### config.mk
export PLATFORM = sky130hd
export DESIGN_NAME = pmt_core
export DESIGN_NICKNAME = d
export VERILOG_FILES = /design/src/hw/pmt_sync2.v /design/src/hw/pmt_core.v
export VERILOG_INCLUDE_DIRS = /design/src /design/src/hw
export SDC_FILE = /design/constraint.sdc
export NUM_CORES = 1
export LEC_CHECK = 0
export ABC_AREA = 1
export ABC_CLOCK_PERIOD_IN_PS = 2900
export BUFFER_PORTS_ARGS = -buffer_cell sky130_fd_sc_hd__buf_2
export CAP_MARGIN = 30
export CORE_MARGIN = 2
export CORE_UTILIZATION = 50
export DETAILED_ROUTE_END_ITERATION = 10
export GPL_ROUTABILITY_DRIVEN = 1
export PLACE_DENSITY = 0.75
export SLEW_MARGIN = 20
export SYNTH_ARGS = -nofsm -noshare
export SYNTH_HDL_FRONTEND = slang
export SYNTH_SLANG_ARGS = --single-unit
### constraint.sdc
create_clock -name clk_sys -period 2.9 [get_ports clk_sys]
set_input_delay 0.58 -clock clk_sys [delete_from_list [all_inputs] [get_ports clk_sys]]
set_output_delay 0.58 -clock clk_sys [all_outputs]
set_load 0.05 [all_outputs]
### src/hw/pmt_defines.vh
// Constants for the program-memory table-read and in-application programming block.
// Assumes inclusion by bare name from the design files under hw/.
`ifndef PMT_DEFINES_VH
`define PMT_DEFINES_VH
// ----------------------------------------------------------------
// Data-memory addresses of the flash access registers
// ----------------------------------------------------------------
`define PMT_BANK_ZERO 1'h0
`define PMT_BANK_ONE 1'h1
`define PMT_ADDR_CTRL_ZERO 8'h40
`define PMT_ADDR_CTRL_ONE 8'h41
`define PMT_ADDR_CTRL_TWO 8'h42
`define PMT_ADDR_FA_LOW 8'h43
`define PMT_ADDR_FA_HIGH 8'h44
`define PMT_ADDR_FD_BASE 8'h45
`define PMT_ADDR_FD_LAST 8'h4C
// ----------------------------------------------------------------
// Control register fields
// ----------------------------------------------------------------
`define PMT_C0_CONFIRM 7
`define PMT_C0_MODE_HI 6
`define PMT_C0_MODE_LO 4
`define PMT_C0_PROC_EN 3
`define PMT_C0_WRITE 2
`define PMT_C0_RDEN 1
`define PMT_C0_READ 0
`define PMT_MODE_WRITE 3'h0
`define PMT_MODE_ERASE 3'h1
`define PMT_MODE_READ 3'h3
`define PMT_MODE_UNLOCK 3'h6
`define PMT_CHIP_RESET_KEY 8'h55
`define PMT_KEY_D1L 8'h00
`define PMT_KEY_D1H 8'h04
`define PMT_KEY_D2L 8'h0D
`define PMT_KEY_D2H 8'h09
`define PMT_KEY_D3L 8'hC3
`define PMT_KEY_D3H 8'h40
// ----------------------------------------------------------------
// Timing and geometry
// ----------------------------------------------------------------
`define PMT_UNLOCK_WINDOW_US 300
`define PMT_LOW_SPEED_INTERNAL_OSCILLATOR_HZ 32000
`define PMT_RESET_VECTOR 15'h0000
`define PMT_BANK_PTR_LO 5
`define PMT_TABLE_CYCLES 2'h2
`endif

### src/hw/pmt_sync2.v
// Two-flop synchroniser for one level arriving from outside the clock domain.
// Assumes a single clock; the first flop is read only by the second.
module pmt_sync2 (
  input wire clk_sys,
  input wire rst_n,
  input wire clk_en,
  input wire d,
  output reg q
);
  reg meta_q;

  always @(posedge clk_sys)
  begin
    if (!rst_n)
    begin
      meta_q <= 1'b0;
      q <= 1'b0;
    end
    else if (clk_en)
    begin
      meta_q <= d;
      q <= meta_q;
    end
  end
endmodule

### src/hw/pmt_core.v
// Program-memory access: table reads, bank selection, reset vector and the IN_APPLICATION_PROGRAMMING register set.
// Assumes a core issuing single-cycle register strobes and a flash macro with word and page strobes.
`include "pmt_defines.vh"

// What this block does
// - Program memory is 16-bit words, 8K to 32K words deep, by variant.
// - Bank pointer bits 6 and 5 select the program-memory bank.
// - After reset, execution begins at program address zero.
// - Table address is the concatenation of high and low table pointers.
// - Table read returns low byte to register, high byte to table_high_byte.
// - Unused high-byte bits read as zero after a table read.
// - table_high_byte is read-only; only table reads change it.
// - Every table read takes two instruction cycles.
// - Page-relative table read uses the current page base address.
// - Programmer moves serial data on one line, clocked by the reset pin; that path lies outside this block.
// - Erase works on pages of 32 or 64 words by variant.
// - Writes program 32 or 64 words at once; reads return one word.
// - Address and data registers are in bank 0, control registers in bank 1.
// - First two control registers are reached only indirectly in bank 1.
// - Mode codes: write 000, erase 001, read 011, unlock 110.
// - Write, read and buffer-clear bits set by software, cleared by hardware.
// - Unlock needs the key within 300 us; procedure enable then clears.
module pmt_core #(
  parameter AW = 15,
  parameter PAGE_WORDS = 64,
  parameter UNLOCK_TICKS = (`PMT_UNLOCK_WINDOW_US * `PMT_LOW_SPEED_INTERNAL_OSCILLATOR_HZ) / 1000000
)(
  input wire clk_sys,
  input wire rst_n,
  input wire clk_en,
  input wire low_speed_internal_oscillator_tick_async,
  input wire [7:0] bank_pointer,
  input wire [AW-1:0] pc_next,
  output wire [AW-1:0] prog_addr,
  input wire tbl_req,
  input wire tbl_page_rel,
  input wire [7:0] tbl_ptr_low,
  input wire [7:0] tbl_ptr_high,
  output reg tbl_busy,
  output reg tbl_done,
  output reg [7:0] tbl_low_data,
  output reg [7:0] table_high_byte,
  output reg [AW-1:0] flash_addr,
  input wire [15:0] flash_rdata,
  output reg [15:0] flash_wdata,
  output reg flash_rd,
  output reg flash_buf_load,
  output reg flash_page_write,
  output reg flash_page_erase,
  output reg flash_buf_clear,
  input wire flash_ack,
  input wire reg_wr,
  input wire reg_rd,
  input wire reg_indirect,
  input wire reg_bank,
  input wire [7:0] reg_addr,
  input wire [7:0] reg_wdata,
  output reg [7:0] reg_rdata,
  output reg chip_reset_req
);
  reg [7:0] fal_q;
  reg [7:0] fah_q;
  reg [7:0] fd_q [0:7];
  reg [7:0] c0_q;
  reg c2_q;
  reg unlocked_q;
  reg [15:0] win_q;
  reg [1:0] tcnt_q;
  reg busy_op_q;
  wire low_speed_internal_oscillator_tick;
  wire [2:0] mode;
  wire sel_c0, sel_c1, sel_c2, sel_fa_lo, sel_fa_hi, sel_fd;
  wire wr_c0;
  wire [AW-1:0] tbl_addr;
  wire key_ok;
  integer i;

  // ----------------------------------------------------------------
  // Slow-oscillator synchroniser and program counter path
  // ----------------------------------------------------------------
  pmt_sync2 u_low_speed_internal_oscillator (
    .clk_sys(clk_sys),
    .rst_n(rst_n),
    .clk_en(clk_en),
    .d(low_speed_internal_oscillator_tick_async),
    .q(low_speed_internal_oscillator_tick)
  );

  reg low_speed_internal_oscillator_prev_q;
  wire low_speed_internal_oscillator_edge = low_speed_internal_oscillator_tick & ~low_speed_internal_oscillator_prev_q;

  // Bank bits from the bank pointer sit above the 13-bit in-bank address.
  assign prog_addr = (AW > 13) ?
    {bank_pointer[`PMT_BANK_PTR_LO+AW-14:`PMT_BANK_PTR_LO], pc_next[12:0]} : pc_next;

  // Page-relative form keeps the current page and replaces the low byte.
  assign tbl_addr = tbl_page_rel ? {prog_addr[AW-1:8], tbl_ptr_low} :
    {tbl_ptr_high[AW-9:0], tbl_ptr_low};

  // ----------------------------------------------------------------
  // Register decode
  // ----------------------------------------------------------------
  assign sel_c0 = reg_bank == `PMT_BANK_ONE && reg_indirect && reg_addr == `PMT_ADDR_CTRL_ZERO;
  assign sel_c1 = reg_bank == `PMT_BANK_ONE && reg_indirect && reg_addr == `PMT_ADDR_CTRL_ONE;
  assign sel_c2 = reg_bank == `PMT_BANK_ONE && reg_addr == `PMT_ADDR_CTRL_TWO;
  assign sel_fa_lo = reg_bank == `PMT_BANK_ZERO && reg_addr == `PMT_ADDR_FA_LOW;
  assign sel_fa_hi = reg_bank == `PMT_BANK_ZERO && reg_addr == `PMT_ADDR_FA_HIGH;
  assign sel_fd = reg_bank == `PMT_BANK_ZERO && reg_addr >= `PMT_ADDR_FD_BASE && reg_addr <= `PMT_ADDR_FD_LAST;
  assign wr_c0 = reg_wr && sel_c0;
  assign mode = c0_q[`PMT_C0_MODE_HI:`PMT_C0_MODE_LO];
  assign key_ok = fd_q[2] == `PMT_KEY_D1L && fd_q[3] == `PMT_KEY_D1H && fd_q[4] == `PMT_KEY_D2L &&
    fd_q[5] == `PMT_KEY_D2H && fd_q[6] == `PMT_KEY_D3L && fd_q[7] == `PMT_KEY_D3H;

  always @*
  begin
    reg_rdata = 8'h00;
    if (reg_rd)
    begin
      if (sel_c0)
        reg_rdata = {unlocked_q, c0_q[6:0]};
      else if (sel_c2)
        reg_rdata = {7'h00, c2_q};
      else if (sel_fa_lo)
        reg_rdata = fal_q;
      else if (sel_fa_hi)
        reg_rdata = fah_q;
      else if (sel_fd)
        reg_rdata = fd_q[reg_addr[2:0] - 3'h5];
    end
  end

  // ----------------------------------------------------------------
  // Table read sequencer
  // ----------------------------------------------------------------
  always @(posedge clk_sys)
  begin
    if (!rst_n)
    begin
      tbl_busy <= 1'b0;
      tbl_done <= 1'b0;
      tcnt_q <= 2'h0;
      tbl_low_data <= 8'h00;
      table_high_byte <= 8'h00;
    end
    else if (clk_en)
    begin
      tbl_done <= 1'b0;
      if (!tbl_busy && tbl_req)
      begin
        tbl_busy <= 1'b1;
        tcnt_q <= `PMT_TABLE_CYCLES - 2'h1;
      end
      else if (tbl_busy)
      begin
        if (tcnt_q == 2'h1)
        begin
          tbl_busy <= 1'b0;
          tbl_done <= 1'b1;
          tbl_low_data <= flash_rdata[7:0];
          // Only the table path writes this byte; software writes never reach it.
          table_high_byte <= flash_rdata[15:8];
        end
        tcnt_q <= tcnt_q - 2'h1;
      end
    end
  end

  // ----------------------------------------------------------------
  // IN_APPLICATION_PROGRAMMING registers and control
  // ----------------------------------------------------------------
  always @(posedge clk_sys)
  begin
    if (!rst_n)
    begin
      // Serial programming borrows the reset pin as its clock outside this block; reset only restarts.
      fal_q <= 8'h00;
      fah_q <= 8'h00;
      for (i = 0; i < 8; i = i + 1)
        fd_q[i] <= 8'h00;
      c0_q <= 8'h00;
      c2_q <= 1'b0;
      unlocked_q <= 1'b0;
      win_q <= 16'h0000;
      low_speed_internal_oscillator_prev_q <= 1'b0;
      busy_op_q <= 1'b0;
      chip_reset_req <= 1'b0;
      flash_addr <= `PMT_RESET_VECTOR;
      flash_wdata <= 16'h0000;
      flash_rd <= 1'b0;
      flash_buf_load <= 1'b0;
      flash_page_write <= 1'b0;
      flash_page_erase <= 1'b0;
      flash_buf_clear <= 1'b0;
    end
    else if (clk_en)
    begin
      low_speed_internal_oscillator_prev_q <= low_speed_internal_oscillator_tick;
      flash_rd <= 1'b0;
      flash_buf_load <= 1'b0;
      flash_page_write <= 1'b0;
      flash_page_erase <= 1'b0;
      flash_buf_clear <= 1'b0;
      chip_reset_req <= reg_wr && sel_c1 && reg_wdata == `PMT_CHIP_RESET_KEY;
      // A table read points the flash at its word; the word is latched when the read ends.
      if (!tbl_busy && tbl_req)
        flash_addr <= tbl_addr;
      if (reg_wr && sel_fa_lo)
        fal_q <= reg_wdata;
      if (reg_wr && sel_fa_hi)
        fah_q <= reg_wdata & ((8'h01 << (AW - 8)) - 8'h01);
      if (reg_wr && sel_fd)
        fd_q[reg_addr[2:0] - 3'h5] <= reg_wdata;
      if (wr_c0)
      begin
        // Start bits only set from software; a written zero leaves them alone.
        c0_q[6:3] <= reg_wdata[6:3];
        c0_q[`PMT_C0_RDEN] <= reg_wdata[`PMT_C0_RDEN];
        c0_q[`PMT_C0_WRITE] <= c0_q[`PMT_C0_WRITE] | reg_wdata[`PMT_C0_WRITE];
        c0_q[`PMT_C0_READ] <= c0_q[`PMT_C0_READ] | reg_wdata[`PMT_C0_READ];
        if (!reg_wdata[`PMT_C0_CONFIRM])
          unlocked_q <= 1'b0;
        if (reg_wdata[`PMT_C0_PROC_EN] && reg_wdata[6:4] == `PMT_MODE_UNLOCK)
          win_q <= UNLOCK_TICKS[15:0];
      end
      if (reg_wr && sel_c2 && reg_wdata[0])
        c2_q <= 1'b1;
      // Unlock window counts slow-oscillator ticks; success or timeout clears the enable.
      if (c0_q[`PMT_C0_PROC_EN] && mode == `PMT_MODE_UNLOCK && !wr_c0)
      begin
        if (key_ok)
        begin
          unlocked_q <= 1'b1;
          c0_q[`PMT_C0_PROC_EN] <= 1'b0;
        end
        else if (win_q == 16'h0000)
          c0_q[`PMT_C0_PROC_EN] <= 1'b0;
        else if (low_speed_internal_oscillator_edge)
          win_q <= win_q - 16'h0001;
      end
      // Write-mode procedure enable moves the first data pair into the page buffer.
      if (c0_q[`PMT_C0_PROC_EN] && mode == `PMT_MODE_WRITE && unlocked_q && !wr_c0)
      begin
        flash_addr <= {fah_q[AW-9:0], fal_q};
        flash_wdata <= {fd_q[1], fd_q[0]};
        flash_buf_load <= 1'b1;
        c0_q[`PMT_C0_PROC_EN] <= 1'b0;
      end
      if (!busy_op_q && c2_q)
      begin
        flash_buf_clear <= 1'b1;
        busy_op_q <= 1'b1;
      end
      else if (!busy_op_q && c0_q[`PMT_C0_WRITE] && unlocked_q)
      begin
        // Page base: low address bits inside the page are ignored.
        flash_addr <= {fah_q[AW-9:0], fal_q} & ~(PAGE_WORDS[AW-1:0] - {{(AW-1){1'b0}}, 1'b1});
        if (mode == `PMT_MODE_ERASE)
          flash_page_erase <= 1'b1;
        else
          flash_page_write <= 1'b1;
        busy_op_q <= 1'b1;
      end
      else if (!busy_op_q && c0_q[`PMT_C0_READ] && c0_q[`PMT_C0_RDEN] && mode == `PMT_MODE_READ)
      begin
        flash_addr <= {fah_q[AW-9:0], fal_q};
        flash_rd <= 1'b1;
        busy_op_q <= 1'b1;
      end
      else if (busy_op_q && flash_ack)
      begin
        busy_op_q <= 1'b0;
        // A start bit set again by software in the completing cycle survives the clear.
        if (c2_q)
        begin
          if (!(reg_wr && sel_c2 && reg_wdata[0]))
            c2_q <= 1'b0;
        end
        else if (c0_q[`PMT_C0_WRITE])
        begin
          if (!(wr_c0 && reg_wdata[`PMT_C0_WRITE]))
            c0_q[`PMT_C0_WRITE] <= 1'b0;
        end
        else
        begin
          if (!(wr_c0 && reg_wdata[`PMT_C0_READ]))
            c0_q[`PMT_C0_READ] <= 1'b0;
          fd_q[0] <= flash_rdata[7:0];
          fd_q[1] <= flash_rdata[15:8];
        end
      end
    end
  end
endmodule

; ---- Word-level counts from Yosys, hierarchy flattened
; Memory sizes are Yosys's and may differ from the RTL's. A register that Yosys moved wholly into a read port is not among the register bits.
; Index checks and enable logic that the tools add are counted.
[op_classes]
addsub = 3
n_bitwise = 14
eq_ne = 18
n_mux = 90
n_reduce_logical = 55
magnitude_cmp = 2
[ops]
columns = operator, count
row1 = $mux 16, 6
row2 = $mux 15, 6
row3 = $mux 8, 9
row4 = $mux 1, 65
row5 = $eq 8x7->1 const B, 7
row6 = $logic_and 1x1->1, 37
row7 = $eq 8x4->1 const B, 2
row8 = $logic_not 16->1, 1
row9 = $sub 16x1->16 const B, 1
row10 = $eq 3x3->1 const B, 4
row11 = $reduce_and 2->1, 6
row12 = $eq 8x3->1 const B, 1
row13 = $eq 8x8->1 const B, 1
row14 = $ge 8x7->1 const B, 1
row15 = $le 8x7->1 const B, 1
row16 = $logic_not 8->1, 1
row17 = $reduce_or 8->1, 1
row18 = $and 1x1->1, 5
row19 = $logic_not 1->1, 5
row20 = $not 1->1, 5
row21 = $mux 2, 2
row22 = $mux 4, 1
row23 = $or 1x1->1, 4
row24 = $reduce_and 4->1, 1
row25 = 9 further kinds, 9
[word_totals]
mem_count = 1
reg_bits = 85
word_cells = 206
mem_bits_rw = 64
output_inout_bits = 78
[mem_list]
columns = memory, depth, width, read_ports, rd_clocked_by_memory_dff, write_ports, line_no
row1 = fd_q, 8, 8, 9, 2, 8, pmt_core.v:63  ; reg [7:0] fd_q [0:7];

; ---- Depth between registers and ports, before layout
; Gate-level depths: netlist (run 1).
[depth]
word_depth = 16
mapped_depth = 16
ltp_nobuf = 13

; ---- By module
; Synthesis (run 1) repeated with hierarchy kept, for this count alone.
[unflattened]
hier_cells = 1229
hier_area_um2 = 8953.6
[by_module_without_submodules]
columns = mod, cells_each, seq_area_each_um2, n_inst, area_per_inst_um2
row1 = pmt_core, 1217, 3903.7, 1, 8873.5
row2 = pmt_sync2, 12, 40.0, 1, 80.1

; ---- Worst setup path after synthesis (run 1)
; Ideal clock, no wire load.
[synth_timing]
kind = in2out
start = input port reg_addr[0]
end = output port reg_rdata[0]
arrival_time_ns = 2.961
path_buffers = 2
required_time_ns = 2.320
slack_ns = -0.641
stages = 15
cell_sequence = buf_2 > clkinv_1 > buf_2 > ha_1 > inv_2 > nand2_1 > nand2_1 > clkinv_2 > nand2_1 > nor2_1 > a21oi_1 > nand4_1 > nand3_1 > nand2_1 > a21oi_1
[synth_via]
elab_chain_len = 9
word_cells_on_any_way = 20
[synth_lines]
columns = item, line_no
row1 = "start, declared", pmt_core.v:56  ; input wire [7:0] reg_addr,
row2 = branches (longest 7 deep; another with $mem_v2 8x8), n/a
row3 = $mux 8 *, pmt_core.v:119  ; if (sel_c0)
row4 = $mux 8 *, pmt_core.v:117  ; if (reg_rd)
row5 = "end, declared", pmt_core.v:58  ; output reg [7:0] reg_rdata,
; Mark *: on every way between the ends.

; ---- Worst setup path after layout (run 1)
[layout_timing]
start = input port reg_addr[0]
end = output port reg_rdata[1]
; Same word-level chain as after synthesis.

==> flow_summary_export.csv, run 1 <==
group,metric,value,unit
hold_path,holdPathEnd,"u_low_speed_internal_oscillator.meta_q",
setup_path,crit_type,"input port to output port",
timing,min_period_over_period,98.0,%
run,max-cap-violations,0,
placed_design,portBuffers,134,
finish,nFillCells,1566,
setup_path,crit_buf_inv,5,
setup_path,rrSetupSlack,0.73,ns
clock_network,htree_levels,4,
pwr,power,5.35,mW
pwr,peakVddDrop,0.000412,V
logic_synthesis,ys_warn_count,0,
logic_synthesis,seq_area_frac_synth,43.9,%
timing,hold_viol,0,
timing,grt_setup_unrepaired,"no",
clock_network,clkTransAtPathRegs,0.06,ns
clock_network,cts.sinks,165,
logic_synthesis,syn_nets,1324,
timing,relSlewSlack,48.2,%
clock_network,cts_tree,"built",
hold_path,hold_path_depth,3,
drt,vias_per_cell,5.54,
clock_network,cts-root-buf,"clkbuf_16",
finish,final_cell_area,10700,sq um
timing,worstMarginPinSlew,0.777,ns
drt,ant_nets,0,
clock_network,cts_buffers,17,
global_routing,grtUsageTotal,26.6,%
drt,vias,8868,
clock_network,clk_path_buf_depth,2,
timing,setup_slack,0.0569,ns
pwr,p_leak,4.54,nW
timing,layout_min_cycle_time,2.84,ns
timing,skew,0.0116,ns
drt,wl,25600,um
finish,drive_gt1_share,20.9,%
timing,drv_slew,0,
drt,drc,0,
finish,syn2layout_area_growth,18.6,%
placed_design,dpl_cell_area,9950,sq um
global_routing,grt_antenna_before_repair,0,
global_routing,grt_max_degree,69,
setup_path,rr_worst_depth,11,
setup_path,r2r_end,"win_q[8]",
timing,timing.setup.tns,0,ns
floorplan,coreArea,17800,sq um
setup_path,crit-reg2reg-launch,"fd_q[4][5]",
timing,setup_violations,0,
setup_path,worstPathArrival,2.26,ns
timing,holdWs,0.376,ns
finish,final_cells,1600,
drt,firstDrtPassIters,5,
outcome,status,"finished clean",
floorplan,initial_utilization,50.5,%
setup_path,cp_slowest_cell,"ha_4",
floorplan,num_rows,49,
clock_network,clkLatencyLatePin,0.44,ns
logic_synthesis,synth-edff-count,64,
drt,routedWlPerCell,16.0,um
logic_synthesis,synthDistinctLibCells,39,
logic_synthesis,synth-main-ff-cell,"dfxtp_1",
setup_path,cp-end-kind,"output port",
global_routing,grt_pass1_wl,41200,um
placed_design,dpl.hpwl,18100,um
setup_path,slowest_delay,0.33,ns
logic_synthesis,syn-cell-area,8980,sq um
hold_path,min-delay-path-class,"input port to register",
floorplan,dieArea,19100,sq um
floorplan,ios,160,
setup_path,critPathLaunchType,"input port",
placed_design,preCtsSetupSlack,-0.173,ns
pwr,cellPowerDensity,502,nW/um^2
global_routing,overflow,0,
logic_synthesis,syn_area_per_cell,7.29,sq um
finish,layout_commonest_cell,"nand2_1",
logic_synthesis,ys_ff_latch,165,
drt,drtIter0Drc,834,
finish,finalCoreUtilization,59.9,%
setup_path,required,2.32,ns
setup_path,critPathTopFamily,"buffers and inverters",
hold_path,hp-start,"low_speed_internal_oscillator_tick_async",
placed_design,numPlacedInstances,1565,
setup_path,cp_max_fo,5,
floorplan,die_y,138,um
global_routing,grt_pass1_vias,8230,
timing,fmax,0.352,GHz
finish,nets,1449,
finish,layout_common_cells,"nand2_1 (261), nor2_1 (178), buf_2 (126)",
floorplan,dieWidth,138,um
setup_path,crit_chain,"buf_4, clkinv_4, ha_4, clkinvlp_4, o21ai_1, nand2_1, nand3_1, o2111ai_1, nand2_1, clkinvlp_4, buf_4",
logic_synthesis,synthCells,1233,
placed_design,gp_congestion,0.925,
logic_synthesis,async_flop_share,0,%
finish,antennaDiodeCount,0,
[layer usage]
metal | wire length [um] | GRT usage, % | up-vias
met5 | 0 | 0 | -
met4 | 552 | 7.41 | 0
met2 | 12200 | 44.8 | 371
li1 | - | - | 4338
met1 | 10800 | 35.1 | 4116
met3 | 2080 | 5.13 | 43
[cells in the mapped netlist, types with 2 or more instances]
cell type	count	area, sq um
nand3_2	9	90.1
clkinv_1	8	30.0
or2_2	3	18.8
edfxtp_1	64	1920
nand2_4	3	33.8
a21oi_1	121	606
nand4_4	2	42.5
ha_1	9	113
nand2_2	4	25.0
buf_6	3	33.8
o211ai_1	9	67.6
nor2_1	181	679
nand4_1	21	131
nor2_2	2	12.5
inv_2	7	26.3
nor2_4	4	45.0
buf_1	8	30.0
nor3_1	13	65.1
nand3b_1	2	15.0
nand3_1	123	616
xor2_1	5	43.8
buf_2	8	40.0
o21ai_2	17	149
o2111ai_1	3	26.3
inv_1	95	357
nor4_1	2	12.5
nand2_1	264	991
clkbuf_1	38	143
dfxtp_1	101	2020
buf_4	17	128
o21ai_0	79	395
[area by class of cell]
type                       instances  area (sq um)  area share (%)
timing repair inverter             1          7.51          0.0704
clock inverter                    13           124            1.16
tap                              229           287            2.69
multi-input combinational        883          4330            40.7
clock buffer                      19           433            4.06
timing repair buffer             179          1080            10.2
sequential                       165          3940            37.0
inverter                         111           445            4.18
[report_power, final]
group	leakage, nW	internal, mW	switching [mW]
sequential	1.44	2.47	0.0433
clock	0.262	1.19	0.971
combinational	2.84	0.203	0.470
[how the worst max path moves through the flow]
stage / from / end / cells after the start
after floorplan: reg_addr[0] / reg_rdata[7] / 16
after global placement: reg_addr[0] / reg_rdata[4] / 12
after detailed placement: reg_addr[0] / reg_rdata[5] / 12
after CTS: reg_addr[1] / reg_rdata[5] / 11
after global routing: reg_addr[1] / reg_rdata[7] / 14
final: reg_addr[0] / reg_rdata[1] / 11
[flip-flops by register name, indices dropped and copies added, names as in the netlist]
name,count
tbl_busy,1
flash_addr,15
u_low_speed_internal_oscillator.q,1
table_high_byte,8
c2_q,1
u_low_speed_internal_oscillator.meta_q,1
flash_rd,1
c0_q,7
flash_buf_clear,1
win_q,16
flash_wdata,16
busy_op_q,1
chip_reset_req,1
fal_q,8
tbl_done,1
flash_buf_load,1
low_speed_internal_oscillator_prev_q,1
unlocked_q,1
tcnt_q,2
tbl_low_data,8
flash_page_write,1
flash_page_erase,1
fah_q,7
fd_q,64
[worst reg2reg max path: stages, from the launching register on]
cell	delay, ns
edfxtp_1	0.41
nor2_1	0.14
nand2_1	0.07
nor2_1	0.08
nand2_1	0.06
nor2_1	0.29
nand3_1	0.28
nand3_2	0.37
nand2_2	0.16
nor2_1	0.12
nor2_1	0.05
nor2_1	0.08
[repair_timing]
action                                  in CTS  in global routing
pin swaps                                    0                  6
gates resized for setup                     13                 28
hold buffers                                 0                  0
cloned                                       1                  0
endpoints found under the setup margin       8                  8
buffers inserted                             1                  1
[logic make-up after synthesis]
logic type / after synthesis / share of synthesized area, %
flops: 165 / 43.9
mux: 1 / 0.111
buf+inv: 185 / 8.81
fa+ha+maj: 9 / 1.25
xor+xnor: 6 / 0.585
simple gates: 635 / 31.2
compound gates: 232 / 14.2
(Power assumes the default switching activity.)
==> run 2: changes to the inputs <==
--- a/config.mk
+++ b/config.mk
@@ -6,15 +6,16 @@
 export SDC_FILE = /design/constraint.sdc
 export NUM_CORES = 1
 export LEC_CHECK = 0
-export ABC_AREA = 1
 export ABC_CLOCK_PERIOD_IN_PS = 2900
 export BUFFER_PORTS_ARGS = -buffer_cell sky130_fd_sc_hd__buf_2
 export CAP_MARGIN = 30
 export CORE_MARGIN = 2
 export CORE_UTILIZATION = 50
+export CTS_CLUSTER_SIZE = 28
 export DETAILED_ROUTE_END_ITERATION = 10
 export GPL_ROUTABILITY_DRIVEN = 1
-export PLACE_DENSITY = 0.75
+export HOLD_SLACK_MARGIN = 0.1
+export PLACE_DENSITY = 0.76
 export SLEW_MARGIN = 20
 export SYNTH_ARGS = -nofsm -noshare
 export SYNTH_HDL_FRONTEND = slang
==> flow_summary_export.csv, run 2 <==
group,metric,value,unit
logic_synthesis,ys_top_cells_by_count,"nand2_1 (128), dfxtp_1 (101), nor2_1 (86)",
global_routing,grt_pass1_wl,38000,um
clock_network,htree_levels,4,
drt,routedWlPerCell,19.7,um
placed_design,dpl.hpwl,17800,um
global_routing,grt_pass1_vias,7006,
clock_network,hold_buffers,0,
floorplan,dieWidth,133,um
finish,syn2layout_area_growth,24.4,%
logic_synthesis,synthDistinctLibCells,75,
placed_design,gp_congestion,0.971,
hold_path,min-delay-path-class,"input port to register",
finish,finalCoreUtilization,62.8,%
logic_synthesis,synth.top_cells.by_area,"dfxtp_1 (24%), edfxtp_1 (23%), mux2i_1 (6.2%)",
timing,layout_min_cycle_time,3.01,ns
finish,drive_gt1_share,29.3,%
clock_network,cts-root-buf,"clkbuf_16",
finish,layout_common_cells,"nand2_1 (126), buf_2 (122), dfxtp_1 (101)",
logic_synthesis,yosysTopAreaCellShare,24.4,%
logic_synthesis,syn_nets,965,
floorplan,num_rows,47,
pwr,power_frac_comb,11.5,%
setup_path,worstPathArrival,2.43,ns
logic_synthesis,async_flop_share,0,%
logic_synthesis,synthCells,874,
setup_path,cp_max_fo,10,
finish,antennaDiodeCount,0,
drt,wl,24900,um
logic_synthesis,synth-edff-count,64,
clock_network,cts.sinks,165,
finish,largestRegisters,"fd_q: 64 flops, flash_wdata: 16 flops, win_q: 16 flops",
drt,vias_per_cell,6.00,
logic_synthesis,synth_top_cell_by_area,"dfxtp_1",
logic_synthesis,syn_area_per_cell,9.49,sq um
global_routing,grt_antenna_before_repair,0,
timing,grt_setup_unrepaired,"yes",
drt,ant_nets,0,
logic_synthesis,syn-cell-area,8290,sq um
drt,vias,7578,
timing,worstMarginPinSlew,0.973,ns
clock_network,clkLatencyLatePin,0.44,ns
placed_design,portBuffers,134,
outcome,status,"complete, but fails checks",
timing,drv_slew,0,
setup_path,cp-end-kind,"output port",
finish,nets,1121,
placed_design,dpl_cell_area,9450,sq um
floorplan,coreArea,16400,sq um
logic_synthesis,seq_area_frac_synth,47.6,%
finish,final_cell_area,10300,sq um
pwr,p_leak,4.31,nW
global_routing,grt_max_degree,79,
pwr,cellPowerDensity,507,nW/um^2
timing,hold_viol,0,
floorplan,initial_utilization,50.5,%
clock_network,cts_tree,"built",
setup_path,crit_type,"input port to output port",
finish,top_register,"fd_q",
clock_network,clk_path_buf_depth,2,
floorplan,die_y,133,um
finish,largest_reg_flops,64,
timing,min_period_over_period,104,%
setup_path,required,2.32,ns
timing,setup_slack,-0.108,ns
floorplan,dieArea,17600,sq um
run,max-cap-violations,0,
drt,firstDrtPassIters,7,
pwr,peakVddDrop,0.000445,V
timing,relSlewSlack,34.9,%
finish,nFillCells,1286,
pwr,p_int,3.82,mW
pwr,clock_power_share,40.2,%
global_routing,grtUsageTotal,28.1,%
timing,setup_violations,8,
setup_path,critPathLaunchType,"input port",
timing,skew,0.0124,ns
clock_network,clkTransAtPathRegs,0.07,ns
pwr,switching_share,26.9,%
logic_synthesis,post-synth-top-count-cell,"nand2_1",
drt,drtIter0Drc,779,
timing,fmax,0.332,GHz
logic_synthesis,ys_ff_latch,165,
pwr,switchingPower,1.41,mW
finish,layout_commonest_cell,"nand2_1",
outcome,violations,"negative setup slack",
pwr,pwr-share-seq,48.3,%
global_routing,overflow,0,
finish,regArea,3940,sq um
clock_network,cts_buffers,17,
floorplan,ios,160,
logic_synthesis,synth-main-ff-cell,"dfxtp_1",
finish,multi_input_area,4120,sq um
logic_synthesis,ys_warn_count,0,
drt,drc,0,
==> run 2: layer usage <==
layer	share of wire (%)	wire length (um)	track usage, %
met5	0	0	0
met4	3.8	946	12.7
met2	46	11400	44.2
met1	40	10000	36.2
met3	10	2520	8.08
==> run 2: power groups by stage <==
| stage | clock network [mW] | logic (mW) | registers [mW] |
|---|---|---|---|
| final | 2.10 | 0.603 | 2.52 |
| after global placement | 0 | 0.548 | 2.57 |
| after CTS | 2.12 | 0.579 | 2.52 |
| after global routing | 2.23 | 0.638 | 2.53 |
| after floorplan | 0 | 0.330 | 2.61 |
| after detailed placement | 0 | 0.554 | 2.57 |
==> run 2: kinds of logic after synthesis <==
logic type	after synthesis	share of synthesized area, %
simple gates	356	20.9
compound gates	187	14.7
flops	165	47.6
buf+inv	86	5.09
mux	65	9.69
fa+ha+maj	9	1.36
xor+xnor	6	0.634
==> run 2: what timing repair did <==
action	in CTS	in global routing
resized for setup	43	24
gates cloned	1	0
pin swaps	10	18
endpoints found under the setup margin	8	8
endpoints found under the hold margin	0	0
setup buffers	3	4
==> run 2: per-stage QoR <==
stage | cells | setup TNS (ns) | hold slack (ns) | setup slack, ns | power, mW
after floorplan | 874 | -1.83 | 0.441 | -0.128 | 2.94
after global placement | 1223 | -8.42 | 0.439 | -0.338 | 3.12
after detailed placement | 1223 | -10.67 | 0.444 | -0.361 | 3.13
after CTS | 1259 | -0.278 | 0.380 | -0.0832 | 5.22
after global routing | 1263 | -0.939 | 0.385 | -0.224 | 5.39
final | 1263 | -0.455 | 0.391 | -0.108 | 5.23
==> run 2: final timing paths <==
path,from,end,slack (ns),cells past startpoint
max,reg_addr[1],reg_rdata[6],-0.11,12
min,flash_rdata[6],tbl_low_data[6],0.39,3
max reg2reg,fd_q[4][4],win_q[7],0.42,7
min reg2reg,table_high_byte[3],table_high_byte[3],0.46,2
==> run 2: layout make-up <==
type                            count  area share [%]
Clock buffer                       19            4.30
Clock inverter                     13           0.922
Inverter                           22           0.825
Multi-Input combinational cell    623            40.0
Sequential cell                   165            38.2
Tap cell                          220            2.67
Timing Repair Buffer              201            13.1
==> run 2: critical path, stage by stage <==
cell      delay (ns)
buf_4           0.13
inv_2           0.07
ha_4            0.17
buf_6           0.15
xor2_1          0.22
buf_4           0.19
nand2_2         0.10
o221ai_2        0.16
o21a_1          0.16
o21ai_2         0.06
a22o_2          0.26
buf_8           0.15
